===== src/ssc_pkg.sv =====
// Constants, register map and field layout of the sync serial controller.
// Assumes a classic Wishbone slave with 32-bit data and byte addresses.
// Contract
// - Enable command starts receiving unless disable set
// - Transmit enable/disable commands, disable wins
// - Software reset bit 15 beats all bits
// - Enable commands leave clock settings alone
// - Divider zero stops divided clock
// - Divided clock is master over twice N
// - Receive clock source select codes 0-2
// - Clock output mode drives pin on code1
// - Invert bit picks falling or rising sample
// - Inversion never touches driven clock pin
// - Continuous start begins at enable, back-to-back
// - Frame sync level and edge start codes
// - Transmit-start, any change, any edge codes
// - Nonzero start delay waits that many clocks
// - Delay applies also after transmit start
// - Period field makes sync every 2(P+1); code makes none when P is 0
package ssc_pkg;
    // Register byte offsets
    localparam logic [7:0] OFF_CMD = 8'h00;
    localparam logic [7:0] OFF_CMR = 8'h04;
    localparam logic [7:0] OFF_RCMR = 8'h10;
    localparam logic [7:0] OFF_RFMR = 8'h14;
    localparam logic [7:0] OFF_TCMR = 8'h18;
    localparam logic [7:0] OFF_TFMR = 8'h1c;
    localparam logic [7:0] OFF_RHR = 8'h20;
    localparam logic [7:0] OFF_THR = 8'h24;
    localparam logic [7:0] OFF_RSHR = 8'h30;
    localparam logic [7:0] OFF_TSHR = 8'h34;
    localparam logic [7:0] OFF_SR = 8'h40;
    localparam logic [7:0] OFF_IER = 8'h44;
    localparam logic [7:0] OFF_IDR = 8'h48;
    localparam logic [7:0] OFF_IMR = 8'h4c;
    // Command bits
    localparam int CMD_RX_ON = 0;
    localparam int CMD_RX_OFF = 1;
    localparam int CMD_TX_ON = 8;
    localparam int CMD_TX_OFF = 9;
    localparam int CMD_SOFT_RST = 15;
    // Reset values
    localparam logic [31:0] RST_ZERO = 32'h0000_0000;
    localparam logic [31:0] RST_SR = 32'h0000_00cc;
    // Status bits owned here
    localparam int SR_RX_ON = 17;
    localparam int SR_TX_ON = 16;
    // Clock source and output codes
    localparam logic [1:0] SRC_DIV = 2'h0;
    localparam logic [1:0] SRC_TX_CLK = 2'h1;
    localparam logic [1:0] SRC_RX_PIN = 2'h2;
    localparam logic [2:0] OUT_NONE = 3'h0;
    localparam logic [2:0] OUT_CONT = 3'h1;
    // Start codes
    localparam logic [3:0] ST_CONT = 4'h0;
    localparam logic [3:0] ST_TX = 4'h1;
    localparam logic [3:0] ST_LOW = 4'h2;
    localparam logic [3:0] ST_HIGH = 4'h3;
    localparam logic [3:0] ST_FALL = 4'h4;
    localparam logic [3:0] ST_RISE = 4'h5;
    localparam logic [3:0] ST_LVL = 4'h6;
    localparam logic [3:0] ST_EDGE = 4'h7;
    // Receive clock mode register fields
    typedef struct packed {
        logic [7:0] period;
        logic [7:0] start_delay;
        logic [3:0] rsvd1;
        logic [3:0] start;
        logic [1:0] rsvd0;
        logic clock_invert;
        logic [2:0] clock_output_mode;
        logic [1:0] clock_source_select;
    } rx_clock_mode_s;
    // Wishbone request bundle
    typedef struct packed {
        logic cyc;
        logic stb;
        logic we;
        logic [3:0] sel;
        logic [7:0] adr;
        logic [31:0] dat;
    } ssc_wbreq_s;
endpackage


===== src/ssc_ctrl.sv =====
// Register file, commands, divider and receive clock/start timing.
// Assumes classic Wishbone master, pins synchronous to clk.
`timescale 1ns/1ps
module ssc_ctrl
#(
    parameter int DIV_W = 12
)
(
    // Clock and reset
    input wire logic clk,
    input wire logic rst_n,
    // Wishbone slave
    input wire ssc_pkg::ssc_wbreq_s wb_req,
    output logic [31:0] wb_dat_o,
    output logic wb_ack_o,
    // Serial pins
    input wire logic tx_clock_pin_i,
    input wire logic rx_clock_pin_i,
    output logic rx_clock_pin_o,
    output logic rx_clock_pin_oe_n,
    input wire logic rx_frame_sync_pin_i,
    input wire logic tx_start_i,
    // Status toward data path
    output logic rx_enabled_o,
    output logic tx_enabled_o,
    output logic rx_sample_o,
    output logic rx_begin_o,
    output logic rx_period_sync_o,
    input wire logic rx_word_done_i
);
    // Receive sequencer states
    typedef enum {RX_IDLE, RX_WAIT, RX_DELAY, RX_RUN} ssc_rx_e;
    // Software-visible registers
    logic [DIV_W-1:0] div_r; // Clock divider value
    ssc_pkg::rx_clock_mode_s rcmr_r; // Receive clock mode fields
    logic [31:0] rfmr_r; // Receive frame mode, stored only
    logic [31:0] tcmr_r; // Transmit clock mode, stored only
    logic [31:0] tfmr_r; // Transmit frame mode, stored only
    logic [31:0] tshr_r; // Transmit sync holding
    logic [31:0] imr_r; // Interrupt mask, set and cleared by strobes
    // Data handling enables, kept apart from clock settings
    logic rx_en_r; // Receiver handles data
    logic tx_en_r; // Transmitter handles data
    // Bus answer state
    logic ack_r; // One-cycle acknowledge
    logic [31:0] rdat_r; // Read data, held until the next read
    // Divider state
    logic [DIV_W-1:0] divcnt_r; // Master cycles into the current half period
    logic divclk_r; // Divided clock level
    // Receive clock edge tracking
    logic rclk_prev_r; // Selected clock one cycle ago
    logic rfs_prev_r; // Frame sync at the previous sampling edge
    logic rclk_out_r; // Copy of the selected clock for the pin
    // Receive start timing
    ssc_rx_e rx_st_r; // Sequencer state
    logic [7:0] dly_r; // Remaining start delay edges
    logic [8:0] per_r; // Sampling edges since the last period sync
    logic samp_r; // Sample strobe toward the data path
    logic begin_r; // Reception begins
    logic psync_r; // Period frame sync pulse
    // Bus decode
    logic acc; // Request taken this cycle
    logic wr; // Write taken this cycle
    logic soft_rst; // Software reset written this cycle
    logic rx_stop; // Receive disable or reset written this cycle
    logic [31:0] wd; // Write data
    // Receive clock decode
    logic rclk_sel; // Selected receive clock
    logic rclk_rise; // Rising edge of the selected clock
    logic rclk_fall; // Falling edge of the selected clock
    logic samp_edge; // Edge the receiver samples on
    logic fs_start; // Start condition from the selected start code

    // Merge write data by byte enable onto old value
    function automatic logic [31:0] merge(input logic [31:0] old, input logic [31:0] nw,
                                          input logic [3:0] sel);
        logic [31:0] r;
        r = old;
        for (int i = 0; i < 4; i++)
            if (sel[i])
                r[i*8 +: 8] = nw[i*8 +: 8];
        return r;
    endfunction

    assign acc = wb_req.cyc && wb_req.stb && !ack_r;
    assign wr = acc && wb_req.we;
    assign wd = wb_req.dat;
    // Reset command needs byte lane 1
    assign soft_rst = wr && wb_req.adr == ssc_pkg::OFF_CMD && wb_req.sel[1]
                      && wd[ssc_pkg::CMD_SOFT_RST];
    // A disable written now must also cancel a start that falls due now,
    // otherwise reception could begin in the cycle the receiver turns off
    assign rx_stop = soft_rst || (wr && wb_req.adr == ssc_pkg::OFF_CMD && wb_req.sel[0]
                     && wd[ssc_pkg::CMD_RX_OFF]);

    // Bus handshake: one wait-free ack per access
    always_ff @(posedge clk)
    begin
        if (!rst_n)
            ack_r <= 1'b0;
        else
            ack_r <= acc;
    end

    // Configuration registers
    always_ff @(posedge clk)
    begin
        if (!rst_n || soft_rst)
        begin
            div_r <= '0;
            rcmr_r <= ssc_pkg::RST_ZERO;
            rfmr_r <= ssc_pkg::RST_ZERO;
            tcmr_r <= ssc_pkg::RST_ZERO;
            tfmr_r <= ssc_pkg::RST_ZERO;
            tshr_r <= ssc_pkg::RST_ZERO;
            imr_r <= ssc_pkg::RST_ZERO;
        end
        else if (wr)
        begin
            case (wb_req.adr)
                ssc_pkg::OFF_CMR: div_r <= DIV_W'(merge(32'(div_r), wd, wb_req.sel));
                ssc_pkg::OFF_RCMR: rcmr_r <= merge(rcmr_r, wd, wb_req.sel);
                ssc_pkg::OFF_RFMR: rfmr_r <= merge(rfmr_r, wd, wb_req.sel);
                ssc_pkg::OFF_TCMR: tcmr_r <= merge(tcmr_r, wd, wb_req.sel);
                ssc_pkg::OFF_TFMR: tfmr_r <= merge(tfmr_r, wd, wb_req.sel);
                ssc_pkg::OFF_TSHR: tshr_r <= merge(tshr_r, wd, wb_req.sel);
                ssc_pkg::OFF_IER: imr_r <= imr_r | merge(32'h0, wd, wb_req.sel);
                ssc_pkg::OFF_IDR: imr_r <= imr_r & ~merge(32'h0, wd, wb_req.sel);
                default: ;
            endcase
        end
    end

    // Enable flags; only data handling changes here, clocks stay set
    always_ff @(posedge clk)
    begin
        if (!rst_n || soft_rst)
        begin
            rx_en_r <= 1'b0;
            tx_en_r <= 1'b0;
        end
        else if (wr && wb_req.adr == ssc_pkg::OFF_CMD)
        begin
            // Disable wins over enable written in the same command
            if (wb_req.sel[0] && wd[ssc_pkg::CMD_RX_OFF])
                rx_en_r <= 1'b0;
            else if (wb_req.sel[0] && wd[ssc_pkg::CMD_RX_ON])
                rx_en_r <= 1'b1;
            if (wb_req.sel[1] && wd[ssc_pkg::CMD_TX_OFF])
                tx_en_r <= 1'b0;
            else if (wb_req.sel[1] && wd[ssc_pkg::CMD_TX_ON])
                tx_en_r <= 1'b1;
        end
    end

    // Read mux; unmapped and write-only offsets read zero
    always_ff @(posedge clk)
    begin
        if (!rst_n)
            rdat_r <= ssc_pkg::RST_ZERO;
        else if (acc && !wb_req.we)
        begin
            case (wb_req.adr)
                ssc_pkg::OFF_CMR: rdat_r <= 32'(div_r);
                ssc_pkg::OFF_RCMR: rdat_r <= rcmr_r;
                ssc_pkg::OFF_RFMR: rdat_r <= rfmr_r;
                ssc_pkg::OFF_TCMR: rdat_r <= tcmr_r;
                ssc_pkg::OFF_TFMR: rdat_r <= tfmr_r;
                ssc_pkg::OFF_TSHR: rdat_r <= tshr_r;
                ssc_pkg::OFF_IMR: rdat_r <= imr_r;
                ssc_pkg::OFF_SR: rdat_r <= ssc_pkg::RST_SR
                    | (32'(rx_en_r) << ssc_pkg::SR_RX_ON)
                    | (32'(tx_en_r) << ssc_pkg::SR_TX_ON);
                default: rdat_r <= ssc_pkg::RST_ZERO;
            endcase
        end
    end

    // Divided clock: toggles every N master cycles, so period is 2N
    always_ff @(posedge clk)
    begin
        if (!rst_n || div_r == '0)
        begin
            divcnt_r <= '0;
            divclk_r <= 1'b0;
        end
        else if (divcnt_r >= div_r - DIV_W'(1))
        begin
            divcnt_r <= '0;
            divclk_r <= ~divclk_r;
        end
        else
            divcnt_r <= divcnt_r + DIV_W'(1);
    end

    // Receive clock source select
    always_comb
    begin
        case (rcmr_r.clock_source_select)
            ssc_pkg::SRC_DIV: rclk_sel = divclk_r;
            ssc_pkg::SRC_TX_CLK: rclk_sel = tx_clock_pin_i;
            ssc_pkg::SRC_RX_PIN: rclk_sel = rx_clock_pin_i;
            default: rclk_sel = 1'b0;
        endcase
    end

    assign rclk_rise = rclk_sel && !rclk_prev_r;
    assign rclk_fall = !rclk_sel && rclk_prev_r;
    // Sampling edge from inversion bit
    assign samp_edge = rcmr_r.clock_invert ? rclk_rise : rclk_fall;

    // Start event decode on the sampling edge
    always_comb
    begin
        case (rcmr_r.start)
            ssc_pkg::ST_CONT: fs_start = 1'b1;
            ssc_pkg::ST_TX: fs_start = tx_start_i;
            ssc_pkg::ST_LOW: fs_start = !rx_frame_sync_pin_i;
            ssc_pkg::ST_HIGH: fs_start = rx_frame_sync_pin_i;
            ssc_pkg::ST_FALL: fs_start = rfs_prev_r && !rx_frame_sync_pin_i;
            ssc_pkg::ST_RISE: fs_start = !rfs_prev_r && rx_frame_sync_pin_i;
            ssc_pkg::ST_LVL: fs_start = rfs_prev_r != rx_frame_sync_pin_i;
            ssc_pkg::ST_EDGE: fs_start = rfs_prev_r != rx_frame_sync_pin_i;
            default: fs_start = 1'b0;
        endcase
    end

    // Edge history of clock and frame sync
    always_ff @(posedge clk)
    begin
        if (!rst_n)
        begin
            rclk_prev_r <= 1'b0;
            rfs_prev_r <= 1'b0;
        end
        else
        begin
            rclk_prev_r <= rclk_sel;
            if (samp_edge)
                rfs_prev_r <= rx_frame_sync_pin_i;
        end
    end

    // Receive clock output pin, never inverted
    always_ff @(posedge clk)
    begin
        if (!rst_n)
        begin
            rclk_out_r <= 1'b0;
            rx_clock_pin_oe_n <= 1'b1;
        end
        else
        begin
            rclk_out_r <= rclk_sel;
            rx_clock_pin_oe_n <= rcmr_r.clock_output_mode != ssc_pkg::OUT_CONT;
        end
    end

    // Receive start sequencer with start delay
    always_ff @(posedge clk)
    begin
        if (!rst_n || rx_stop || !rx_en_r)
        begin
            rx_st_r <= RX_IDLE;
            dly_r <= '0;
            begin_r <= 1'b0;
        end
        else
        begin
            begin_r <= 1'b0;
            case (rx_st_r)
                RX_IDLE: rx_st_r <= RX_WAIT;
                RX_WAIT:
                    if (samp_edge && fs_start)
                    begin
                        if (rcmr_r.start_delay == '0)
                        begin
                            rx_st_r <= RX_RUN;
                            begin_r <= 1'b1;
                        end
                        else
                        begin
                            dly_r <= rcmr_r.start_delay;
                            rx_st_r <= RX_DELAY;
                        end
                    end
                RX_DELAY:
                    if (samp_edge)
                    begin
                        if (dly_r == 8'h01)
                        begin
                            rx_st_r <= RX_RUN;
                            begin_r <= 1'b1;
                        end
                        dly_r <= dly_r - 8'h01;
                    end
                RX_RUN:
                    if (rx_word_done_i)
                        rx_st_r <= RX_WAIT;
                default: rx_st_r <= RX_IDLE;
            endcase
        end
    end

    // Period frame sync: one pulse each 2(P+1) receive clocks, no pulse while P is 0
    always_ff @(posedge clk)
    begin
        if (!rst_n || rcmr_r.period == '0)
        begin
            per_r <= '0;
            psync_r <= 1'b0;
        end
        else
        begin
            psync_r <= 1'b0;
            if (samp_edge)
            begin
                if (per_r >= {rcmr_r.period, 1'b1})
                begin
                    per_r <= '0;
                    psync_r <= 1'b1;
                end
                else
                    per_r <= per_r + 9'h001;
            end
        end
    end

    // Sample strobe for the data path
    always_ff @(posedge clk)
    begin
        if (!rst_n)
            samp_r <= 1'b0;
        else
            samp_r <= samp_edge && rx_st_r == RX_RUN && rx_en_r;
    end

    assign wb_ack_o = ack_r;
    assign wb_dat_o = rdat_r;
    assign rx_clock_pin_o = rclk_out_r;
    assign rx_enabled_o = rx_en_r;
    assign tx_enabled_o = tx_en_r;
    assign rx_sample_o = samp_r;
    assign rx_begin_o = begin_r;
    assign rx_period_sync_o = psync_r;
endmodule


===== config.mk =====
export PLATFORM = sky130hd
export DESIGN_NAME = ssc_ctrl
export DESIGN_NICKNAME = d
export VERILOG_FILES = /design/src/ssc_pkg.sv /design/src/ssc_ctrl.sv
export SDC_FILE = /design/constraint.sdc
export NUM_CORES = 1
export LEC_CHECK = 0
export ABC_CLOCK_PERIOD_IN_PS = 6700
export CAP_MARGIN = 20
export CORE_MARGIN = 1.5
export CORE_UTILIZATION = 43
export DETAILED_ROUTE_END_ITERATION = 6
export DONT_BUFFER_PORTS = 1
export PLACE_DENSITY = 0.56
export SLEW_MARGIN = 10
export SYNTH_ARGS = -nofsm -noshare
export SYNTH_HDL_FRONTEND = slang
export SYNTH_SLANG_ARGS = --single-unit

===== constraint.sdc =====
create_clock -name clk -period 6.7 [get_ports clk]
set_input_delay 0.335 -clock clk [delete_from_list [all_inputs] [get_ports clk]]
set_output_delay 0.335 -clock clk [all_outputs]
set_load 0.05 [all_outputs]

==> results of run 1 <==
-- per-stage QoR --
| step | power [mW] | cell area (µm²) | utilization, % | worst slack, ns |
|---|---|---|---|---|
| global route | 3.68 | 14500 | 48.6 | 2.69 |
| floorplan | 1.76 | 13100 | - | 3.98 |
| detailed placement | 1.76 | 13000 | 43.7 | 2.93 |
| global placement | 1.76 | 13000 | 43.7 | 2.96 |
| CTS | 3.61 | 14500 | 48.6 | 2.92 |
| finish | 3.59 | 14500 | 48.6 | 2.93 |
-- power breakdown --
part           internal (mW)  switching (mW)  leakage (nW)  total [mW]
Clock                   1.11           0.719         0.552        1.83
Combinational         0.0300          0.0841          1.87       0.114
Sequential              1.65         0.00126          2.23        1.65
Total                   2.79           0.804          4.65        3.59
-- logic make-up (layout without fill, tap and decap cells) --
| logic type | count (synthesis) | after routing |
|---|---|---|
| mux | 24 | 24 |
| fa+ha+maj | 31 | 31 |
| buf+inv | 146 | 135 |
| simple gates | 601 | 601 |
| xor+xnor | 31 | 31 |
| compound gates | 463 | 463 |
| flops | 277 | 277 |
-- worst max-delay path, delay by kind of cell (launching register included) --
family | cells | cell delay [ns]
buffers and inverters | 2 | 1.17
AND/OR/NAND/NOR | 4 | 1.80
AO/OA/AOI/OAI | 1 | 0.10
flip-flops | 1 | 0.48
-- per-layer routing --
layer / up-vias / wire length (µm)
met5: - / 3
met4: 2 / 991
met3: 67 / 3870
met2: 509 / 18800
met1: 5558 / 19800
li1: 5589 / -
-- cell type report --
| type | instances | area, µm² | area share, % |
|---|---|---|---|
| Tap cell | 390 | 488 | 3.37 |
| Timing Repair Buffer | 52 | 478 | 3.30 |
| Clock buffer | 46 | 990 | 6.84 |
| Multi-Input combinational cell | 1150 | 6770 | 46.8 |
| Clock inverter | 12 | 110 | 0.761 |
| Inverter | 25 | 93.8 | 0.648 |
| Sequential cell | 277 | 5550 | 38.3 |
-- cells in the final DEF (no fill, tap or decap), drive strengths merged, types with 9 or more instances in the layout --
master | netlist | layout
a211oi | 26 | 26
a21boi | 9 | 9
a21oi | 234 | 234
a221oi | 12 | 12
a22o | 28 | 28
a22oi | 38 | 38
a311oi | 12 | 12
and2 | 11 | 11
buf | 82 | 17
clkbuf | 39 | 46
clkinv | 0 | 10
dfxtp | 277 | 277
dlygate4sd3 | 0 | 35
ha | 31 | 31
inv | 25 | 25
mux2 | 10 | 10
mux2i | 14 | 14
nand2 | 267 | 267
nand3 | 180 | 180
nand4 | 12 | 12
nor2 | 65 | 65
nor2b | 12 | 12
nor4 | 11 | 11
o21ai | 47 | 47
xnor2 | 11 | 11
xor2 | 20 | 20
-- worst min-delay path by stage --
stage | start | endpoint | depth (start not counted)
2_1_floorplan | rcmr_r[2]$_SDFFE_PP0P_ | rx_clock_pin_oe_n$_SDFF_PN1_ | 1
3_3_place_gp | wb_req[21] | flop | 1
3_5_place_dp | wb_req[28] | flop | 1
4_1_cts | wb_req[25] | flop | 2
5_1_grt | wb_req[25] | flop | 2
6_report | wb_req[25] | flop | 2
==> flow_summary.toml, run 1 <==
[outcome]
outcome = "finished clean"

[timing]
hold_viol = 0
finalSetupTns_ns = 0
finalMaxSlewViolations = 0
timing.hold.ws_ns = 0.0263
setup_viol = 0
rsz0062_at_grt = "no"
max_freq_mhz = 265
worst_pin_slew_ns = 1.04
min_period_ns = 3.77
slew_headroom_pct = 30.6
post-route-period-util_pct = 56.3
finalClockSkew_ns = 0.0135

[logic_synthesis]
muxShareOfSynthArea_pct = 1.96
yosysUniqueCellTypes = 78
ys_warn_count = 0
synth_edf_count = 0
synth_compound_area_share_pct = 22.3
synth_top_cell_by_area = "dfxtp_1"
synthFlopType = "dfxtp_1"
synth_top_area_share_pct = 42.5
ys_seq_elements = 277
syn_avg_cell_area_um2 = 8.30
yosysMostFrequentCell = "dfxtp_1"
yosysSeqAreaShare_pct = 42.5
syn_nets = 1658
synthXorXnorAreaFrac_pct = 2.08
synth_top_family_by_area = "compound AO/OA/AOI/OAI gates"
syn_area_mm2 = 0.0131
ys_top_cells_by_area = "dfxtp_1 42%, a21oi_1 9.0%, nand2_1 7.6%, nand3_1 6.9%, ha_1 3.0%"
synthSimpleGateAreaFrac_pct = 22.2
synth-async-reset-ratio_pct = 0
netlist_instances = 1573
yosys-top-cells-count = "277 x dfxtp_1, 266 x nand2_1, 234 x a21oi_1, 180 x nand3_1, 57 x nor2_1"
synth_fa_ha_area_share_pct = 2.97

[place]
dp.cells = 1859
gp_congestion = 0.831
hpwl_mm = 27.6
io_buffers = 0

[floorplanning]
ioPinCount = 94
start_util_pct = 43.8
die_w_um = 177
rows = 63
die_y_um = 177
coreArea_mm2 = 0.0298
die_area_mm2 = 0.0314

[global_routing]
use_met1_pct = 39.1
grt_pass1_wl_mm = 66.4
top_usage_layer = "met2"
grt.met2_usage_pct = 41.9
grt_max_degree = 149
grt_usage_pct = 27.3
grt_pass1_vias = 10800
met3_usage_pct = 5.30
grt_overflow = 0
antenna_found_initial = 1

[drt]
drt_pre_antenna_iters = 6
finalWirelength_mm = 43.4
wl_per_cell_um = 22.2
initialDrtViolationCount = 1510
antenna_left = 0
vias = 11700
drcViolationCount = 0
viasPerCell = 6.01

[cts]
holdBufCountCts = 35
insertion_delay_ns = 0.51
cts_sinks = 277
numCtsBuffers = 34
ctsLongestPathBuffers = 3
clock-root-buffer = "clkbuf_16"
cts_tree = "done"
post_cts_buffers = 0
clk_pin_slew_ns = 0.06
post_cts_resized = 0
htree_levels = 2

[final_layout]
layout.cells.non_filler = 1952
syn_to_final_growth_pct = 10.9
drive_gt1_share_pct = 6.98
n_fill_cell = 2914
fin_nets = 1625
num_antenna_cells = 0

[power]
leakage_nw = 4.65
ir_worst_vdd_v = 0.000149
power_density_mw_per_mm2 = 248

[hold_path]
hold_path_class = "input pin to flop"

[setup_path]
cp_slowest_cell = "nand2_8"
cp-end-kind = "flop"
critPathLaunchType = "flop"
r2r_slack_ns = 2.93
crit_chain = "and4b_1 > and2_2 > buf_4 > nand3_1 > nand2_8 > buf_4 > a311oi_1"
critPathMaxStageDelay_ns = 0.73
r2r_start = "wb_ack_o$_SDFF_PN0_"
worstPathArrival_ns = 4.11
crit_top_cell = "buf_4"
criticalPathCategory = "flop to flop"
reg2regPathDepth = 7
crit_start = "wb_ack_o$_SDFF_PN0_"
cp.required_ns = 7.04
critical_path.max_fanout = 148

[flow_run]
maxCapViolations = 0
Note: power is estimated with default switching activity, not from simulation.
==> run 2, diff against run 1 <==
Settings changed: ABC_CLOCK_PERIOD_IN_PS 6700 to 3800.
Clock period 6.7 ns to 3.8 ns, I/O delays scaled along.
==> run 2 against run 1 <==
Clock power grew 69%; register-to-register slack lost 2.3 ns; total power grew 73%; clock-buffer cell count grew 1; final cell count grew 0.87%; sequential cell count is the same; critical path depth is the same; critical path type unchanged; largest cell class unchanged.
==> flow_summary.toml, run 2 (same netlist as run 1, synthesis figures left out) <==
[timing]
slew_headroom_pct = 29.5
setup_viol = 0
finalSetupTns_ns = 0
rsz0062_at_grt = "no"
worst_pin_slew_ns = 1.05
min_period_ns = 3.19
finalMaxSlewViolations = 0
hold_viol = 0
post-route-period-util_pct = 83.8
finalClockSkew_ns = 0.00987
max_freq_mhz = 314

[hold_path]
holdPathStages = 3
hold_path_class = "input pin to flop"

[global_routing]
grt_usage_pct = 27.2
grt_pass1_vias = 10900
grt_max_degree = 98
antenna_found_initial = 4
grt_overflow = 0
grt_pass1_wl_mm = 65.9

[cts]
cts_sinks = 277
clock-root-buffer = "clkbuf_16"
clk_pin_slew_ns = 0.06
numCtsBuffers = 31
htree_levels = 1
insertion_delay_ns = 0.56
ctsLongestPathBuffers = 3
cts_tree = "done"
post_cts_buffers = 0

[drt]
initialDrtViolationCount = 1403
finalWirelength_mm = 43.6
drcViolationCount = 0
drt_pre_antenna_iters = 5
antenna_left = 0
viasPerCell = 6.00
vias = 11800
wl_per_cell_um = 22.1

[setup_path]
reg2regPathDepth = 7
criticalPathCategory = "flop to flop"
cp_slowest_cell = "and4b_1"
cp-end-kind = "flop"
worstPathArrival_ns = 3.63
crit_chain = "and4b_1 > and2_2 > nand3_1 > nand2_8 > buf_12 > a311oi_1 > dlygate4sd3_1"
critical_path.max_fanout = 97
cp.required_ns = 4.25
critPathMaxStageDelay_ns = 0.60
critPathLaunchType = "flop"

[place]
placed_area_mm2 = 0.0132
gp_congestion = 0.825
io_buffers = 0
hpwl_mm = 27.9

[floorplanning]
coreArea_mm2 = 0.0298
die_w_um = 177
rows = 63
die_y_um = 177
start_util_pct = 43.8
ioPinCount = 94
die_area_mm2 = 0.0314

[final_layout]
fin_nets = 1639
fin_area_mm2 = 0.0146
final_common_cell = "dfxtp_1"
syn_to_final_growth_pct = 12.1
final_cell_mix = "277 x dfxtp_1, 266 x nand2_1, 234 x a21oi_1, 180 x nand3_1, 56 x nor2_1"
n_fill_cell = 2929
drive_gt1_share_pct = 7.49

[outcome]
outcome = "finished clean"

[power]
clkPwrFrac_pct = 49.8
ir_worst_vdd_v = 0.000327
switching_share_pct = 22.1
pwr-share-comb_pct = 3.5
intPower_mw = 4.85
seqPwrFrac_pct = 46.7
power_density_mw_per_mm2 = 425
leakage_nw = 4.73
switchingPower_mw = 1.38

[flow_run]
maxCapViolations = 0
-- run 2: changes by cell type in the layout (fill, tap and decap cells not counted) --
| cell | previous run | this run |
|---|---|---|
| clkbuf_16 | 37 | 31 |
| buf_12 | 0 | 4 |
| inv_6 | 0 | 1 |
| clkinvlp_4 | 0 | 1 |
| clkbuf_8 | 3 | 10 |
| diode_2 | 0 | 3 |
| bufinv_16 | 2 | 3 |
| dlymetal6s2s_1 | 0 | 1 |
| buf_4 | 17 | 25 |
| clkinv_2 | 10 | 3 |
| dlygate4sd3_1 | 35 | 39 |
-- run 2: through the flow --
step           total power, mW  setup WS, ns  hold WS [ns]  util [%]  std cells
2_1_floorplan             3.10          1.08         0.287         -       1573
3_5_place_dp              3.11         0.872         0.291      44.2       1871
6_report                  6.22         0.615        0.0431      49.1       1969
3_3_place_gp              3.11         0.958         0.289      44.2       1871
4_1_cts                   6.26         0.610        0.0411      49.0       1965
5_1_grt                   6.38         0.446        0.0705      49.1       1969
-- run 2: cell type report --
| cell class | instances | area [µm²] | share of cell area (%) |
|---|---|---|---|
| Multi-Input combinational cell | 1150 | 6770 | 46.3 |
| Sequential cell | 277 | 5550 | 37.9 |
| Clock buffer | 47 | 936 | 6.40 |
| Timing Repair Buffer | 69 | 671 | 4.58 |
| Tap cell | 390 | 488 | 3.34 |
| Clock inverter | 8 | 121 | 0.829 |
| Inverter | 25 | 93.8 | 0.641 |
| Antenna cell | 3 | 7.51 | 0.0513 |
-- run 2: what timing repair did --
| action | CTS | global route |
|---|---|---|
| hold buffers | 39 | 0 |
| endpoints found under the hold margin | 224 | 0 |
| setup endpoints to repair | 0 | 0 |
| resized for setup | 0 | 0 |
-- run 2: power by group through the flow --
stage	registers (mW)	logic, mW	clock network [mW]
after floorplan	2.97	0.134	0
after global placement	2.97	0.137	0
after detailed placement	2.97	0.136	0
after CTS	2.91	0.211	3.15
after global routing	2.91	0.225	3.25
final	2.91	0.215	3.10
-- run 2: worst paths after layout --
| kind | start | endpoint | slack [ns] |
|---|---|---|---|
| min | tx_clock_pin_i | rx_clock_pin_o$_SDFF_PN0_ | 0.04 |
| min reg2reg | tshr_r[31]$_SDFFE_PP0P_ | tshr_r[31]$_SDFFE_PP0P_ | 0.45 |
| max | wb_ack_o$_SDFF_PN0_ | rx_enabled_o$_SDFFE_PP0P_ | 0.61 |
| max reg2reg | wb_ack_o$_SDFF_PN0_ | rx_enabled_o$_SDFFE_PP0P_ | 0.61 |
-- run 2: worst max-delay path, delay by kind of cell, from the launching register on --
| kind | cells | cell delay [ns] |
|---|---|---|
| AO/OA/AOI/OAI | 1 | 0.07 |
| buffers and inverters | 2 | 0.93 |
| flip-flops | 1 | 0.48 |
| AND/OR/NAND/NOR | 4 | 1.55 |
-- run 2: layer usage --
metal	track usage [%]	share of wire, %	vias to the layer above
met4	7.60	2.5	2
met5	0	0.0069	-
met2	41.3	43	468
met3	6.23	8.9	77
met1	38.4	45	5625
li1	-	-	5649
==> run 3, diff against run 2 <==
Settings changed: ABC_AREA from default to 1, ABC_CLOCK_PERIOD_IN_PS 3800 to 3000.
Clock period 3.8 ns to 3 ns, I/O delays scaled along.
==> run 3 against run 2 <==
Core utilization grew 0.73 points; clock-buffer cell count fell by 6; total power rose by 21%; final area rose by 1.5%; critical path depth is 3 higher; clock skew rose by 0.0060 ns; first-iteration DRC count fell by 35%; hold slack worse by 0.012 ns; register-to-register slack got worse by 0.25 ns; largest cell class unchanged.
==> flow_summary.toml, run 3 <==
[logic_synthesis]
yosysMostFrequentCell = "nand2_1"
synth_fa_ha_area_share_pct = 2.97
synthFlopType = "dfxtp_1"
ys_seq_elements = 277
synth_edf_count = 0
muxShareOfSynthArea_pct = 0.0767
ys_top_cells_by_area = "dfxtp_1 42%, nand2_1 20%, a21oi_1 9.9%, inv_1 4.4%, nor2_1 3.4%"
synth_top_area_share_pct = 42.5
yosysUniqueCellTypes = 43
synth_top_cell_by_area = "dfxtp_1"
synthSimpleGateAreaFrac_pct = 30.7
syn_nets = 1981
yosys-top-cells-count = "682 x nand2_1, 277 x dfxtp_1, 257 x a21oi_1, 152 x inv_1, 119 x nor2_1"
synthXorXnorAreaFrac_pct = 1.54
synth_compound_area_share_pct = 14.8
yosysSeqAreaShare_pct = 42.5
netlist_instances = 1896
syn_area_mm2 = 0.0131
synth_top_family_by_area = "simple AND/OR/NAND/NOR gates"
ys_warn_count = 0
synth-async-reset-ratio_pct = 0
syn_avg_cell_area_um2 = 6.89

[place]
hpwl_mm = 26.6
io_buffers = 0
dp.cells = 2241
gp_congestion = 0.824
place_ws_ns = 0.446

[cts]
clk_pin_slew_ns = 0.06
post_cts_buffers = 0
clock-root-buffer = "clkbuf_16"
numCtsBuffers = 31
cts_sinks = 277
ctsLongestPathBuffers = 3
cts_tree = "done"
htree_levels = 1
insertion_delay_ns = 0.56
post_cts_resized = 0

[global_routing]
grt_usage_pct = 25.6
grt_overflow = 0
grt_pass1_wl_mm = 63.5
grt_pass1_vias = 11300
antenna_found_initial = 1
grt_max_degree = 193

[timing]
finalSetupTns_ns = 0
finalMaxSlewViolations = 0
setup_viol = 0
rsz0062_at_grt = "no"
min_period_ns = 2.68
worst_pin_slew_ns = 0.964
finalClockSkew_ns = 0.0159
slew_headroom_pct = 35.7
max_freq_mhz = 373
hold_viol = 0
post-route-period-util_pct = 89.2
layout_setup_ws_ns = 0.323

[setup_path]
r2r-end = "divcnt_r[4]$_SDFF_PP0_"
worstPathArrival_ns = 3.07
cp.required_ns = 3.40
r2r_slack_ns = 0.36
r2r_start = "div_r[1]$_SDFFE_PP0P_"
criticalPathCategory = "input pin to flop"
cp-end-kind = "flop"
critPathLaunchType = "input pin"
critical_path.max_fanout = 9
reg2regPathDepth = 13

[hold_path]
holdPathStages = 4
holdPathEnd = "tshr_r[2]$_SDFFE_PP0P_"
hold_path_class = "input pin to flop"
hold_start = "wb_req[40]"

[floorplanning]
start_util_pct = 43.8
die_w_um = 177
rows = 63
ioPinCount = 94
die_y_um = 177
coreArea_mm2 = 0.0298
die_area_mm2 = 0.0314

[final_layout]
final_common_cell = "nand2_1"
final_cell_mix = "681 x nand2_1, 277 x dfxtp_1, 257 x a21oi_1, 152 x inv_1, 118 x nor2_1"
drive_gt1_share_pct = 7.07
syn_to_final_growth_pct = 13.7
n_fill_cell = 3028
fin_nets = 2015
layout.cells.non_filler = 2344

[outcome]
outcome = "finished clean"

[drt]
vias = 12200
finalWirelength_mm = 40.1
viasPerCell = 5.20
drcViolationCount = 0
antenna_left = 0
wl_per_cell_um = 17.1
drt_pre_antenna_iters = 5
initialDrtViolationCount = 909

[flow_run]
maxCapViolations = 0

[power]
power_density_mw_per_mm2 = 509
ir_worst_vdd_v = 0.000383
leakage_nw = 5.32
total_power_mw = 7.56
## run 3: changes by cell type in the layout (fill, tap and decap cells not counted), moves of 12 or more
cell / before / now
nand2_1: 266 / 681
inv_1: 25 / 152
nand3_1: 180 / 81
nor2_1: 56 / 118
a22oi_1: 38 / 0
a22o_1: 28 / 0
o21ai_0: 24 / 50
a21oi_1: 234 / 257
inv_2: 0 / 20
nor2_2: 1 / 15
a311oi_1: 12 / 0
mux2i_1: 13 / 1
nor2b_1: 12 / 0
## run 3: what timing repair did
item,4_1_cts,5_1_grt
endpoints found under the setup margin,0,0
hold buffers,46,0
endpoints found under the hold margin,215,0
## run 3: per-stage QoR
step / utilization [%] / cell area [µm²] / hold WS (ns)
floorplan: - / 13100 / 0.235
global placement: 45.0 / 13400 / 0.282
detailed placement: 45.0 / 13400 / 0.287
CTS: 49.8 / 14800 / 0.00566
global route: 49.8 / 14900 / 0.0309
finish: 49.8 / 14900 / 0.0309
## run 3: cell families (layout without fill, tap and decap cells)
kind of cell / after synthesis / in the layout
AO/OA/AOI/OAI: 364 / 364
XOR/XNOR: 23 / 23
adder cells (fa/ha/maj): 31 / 31
buffers and inverters: 238 / 295
flip-flops: 277 / 277
multiplexers: 1 / 1
other: 0 / 1
AND/OR/NAND/NOR: 962 / 962
## run 3: where the power goes
| part | total [mW] | switching, mW | internal [mW] | leakage, nW |
|---|---|---|---|---|
| clock network | 3.63 | 1.58 | 2.06 | 0.488 |
| registers | 3.68 | 0.000635 | 3.68 | 2.23 |
| logic | 0.246 | 0.185 | 0.0612 | 2.60 |
| total | 7.56 | 1.76 | 5.80 | 5.32 |
## run 3: critical path, stage by stage
cell and delay [ns]:
dlygate4sd3_1 0.57, nor2_4 0.18, dlygate4sd3_1 0.60, nand3_2 0.14
nor2_2 0.46, inv_2 0.25, nor2_2 0.40, inv_2 0.17
nand2_1 0.10, a21oi_1 0.06
## run 3: final cells by class
type / count / area [µm²] / area share [%]
clock buffers: 41 / 883 / 5.95
well taps: 390 / 488 / 3.29
multi-input cells: 1381 / 6550 / 44.1
repair buffers: 65 / 641 / 4.31
clock inverters: 15 / 87.6 / 0.590
inverters: 174 / 653 / 4.40
flip-flops and latches: 277 / 5550 / 37.3
diodes: 1 / 2.50 / 0.0169
## run 3: layer usage
| layer | vias to the layer above | global-route usage, % | wire (µm) |
|---|---|---|---|
| li1 | 6181 | - | - |
| met1 | 5637 | 37.2 | 19300 |
| met2 | 304 | 39.8 | 17700 |
| met3 | 58 | 3.44 | 2240 |
| met4 | 0 | 6.44 | 832 |
| met5 | - | 0 | 0 |
## run 3: how the worst max path moves through the flow
| stage | startpoint | to | slack, ns | depth (start not counted) |
|---|---|---|---|---|
| 2_1_floorplan | div_r[1]$_SDFFE_PP0P_ | divcnt_r[10]$_SDFF_PP0_ | 0.69 | 14 |
| 3_3_place_gp | div_r[1]$_SDFFE_PP0P_ | divcnt_r[11]$_SDFF_PP0_ | 0.52 | 12 |
| 3_5_place_dp | div_r[1]$_SDFFE_PP0P_ | divcnt_r[6]$_SDFF_PP0_ | 0.45 | 13 |
| 4_1_cts | wb_req[32] | rcmr_r[20]$_SDFFE_PP0P_ | 0.36 | 10 |
| 5_1_grt | wb_req[45] | dly_r[6]$_SDFFE_PP0P_ | 0.11 | 13 |
| 6_report | wb_req[32] | rcmr_r[12]$_SDFFE_PP0P_ | 0.32 | 10 |
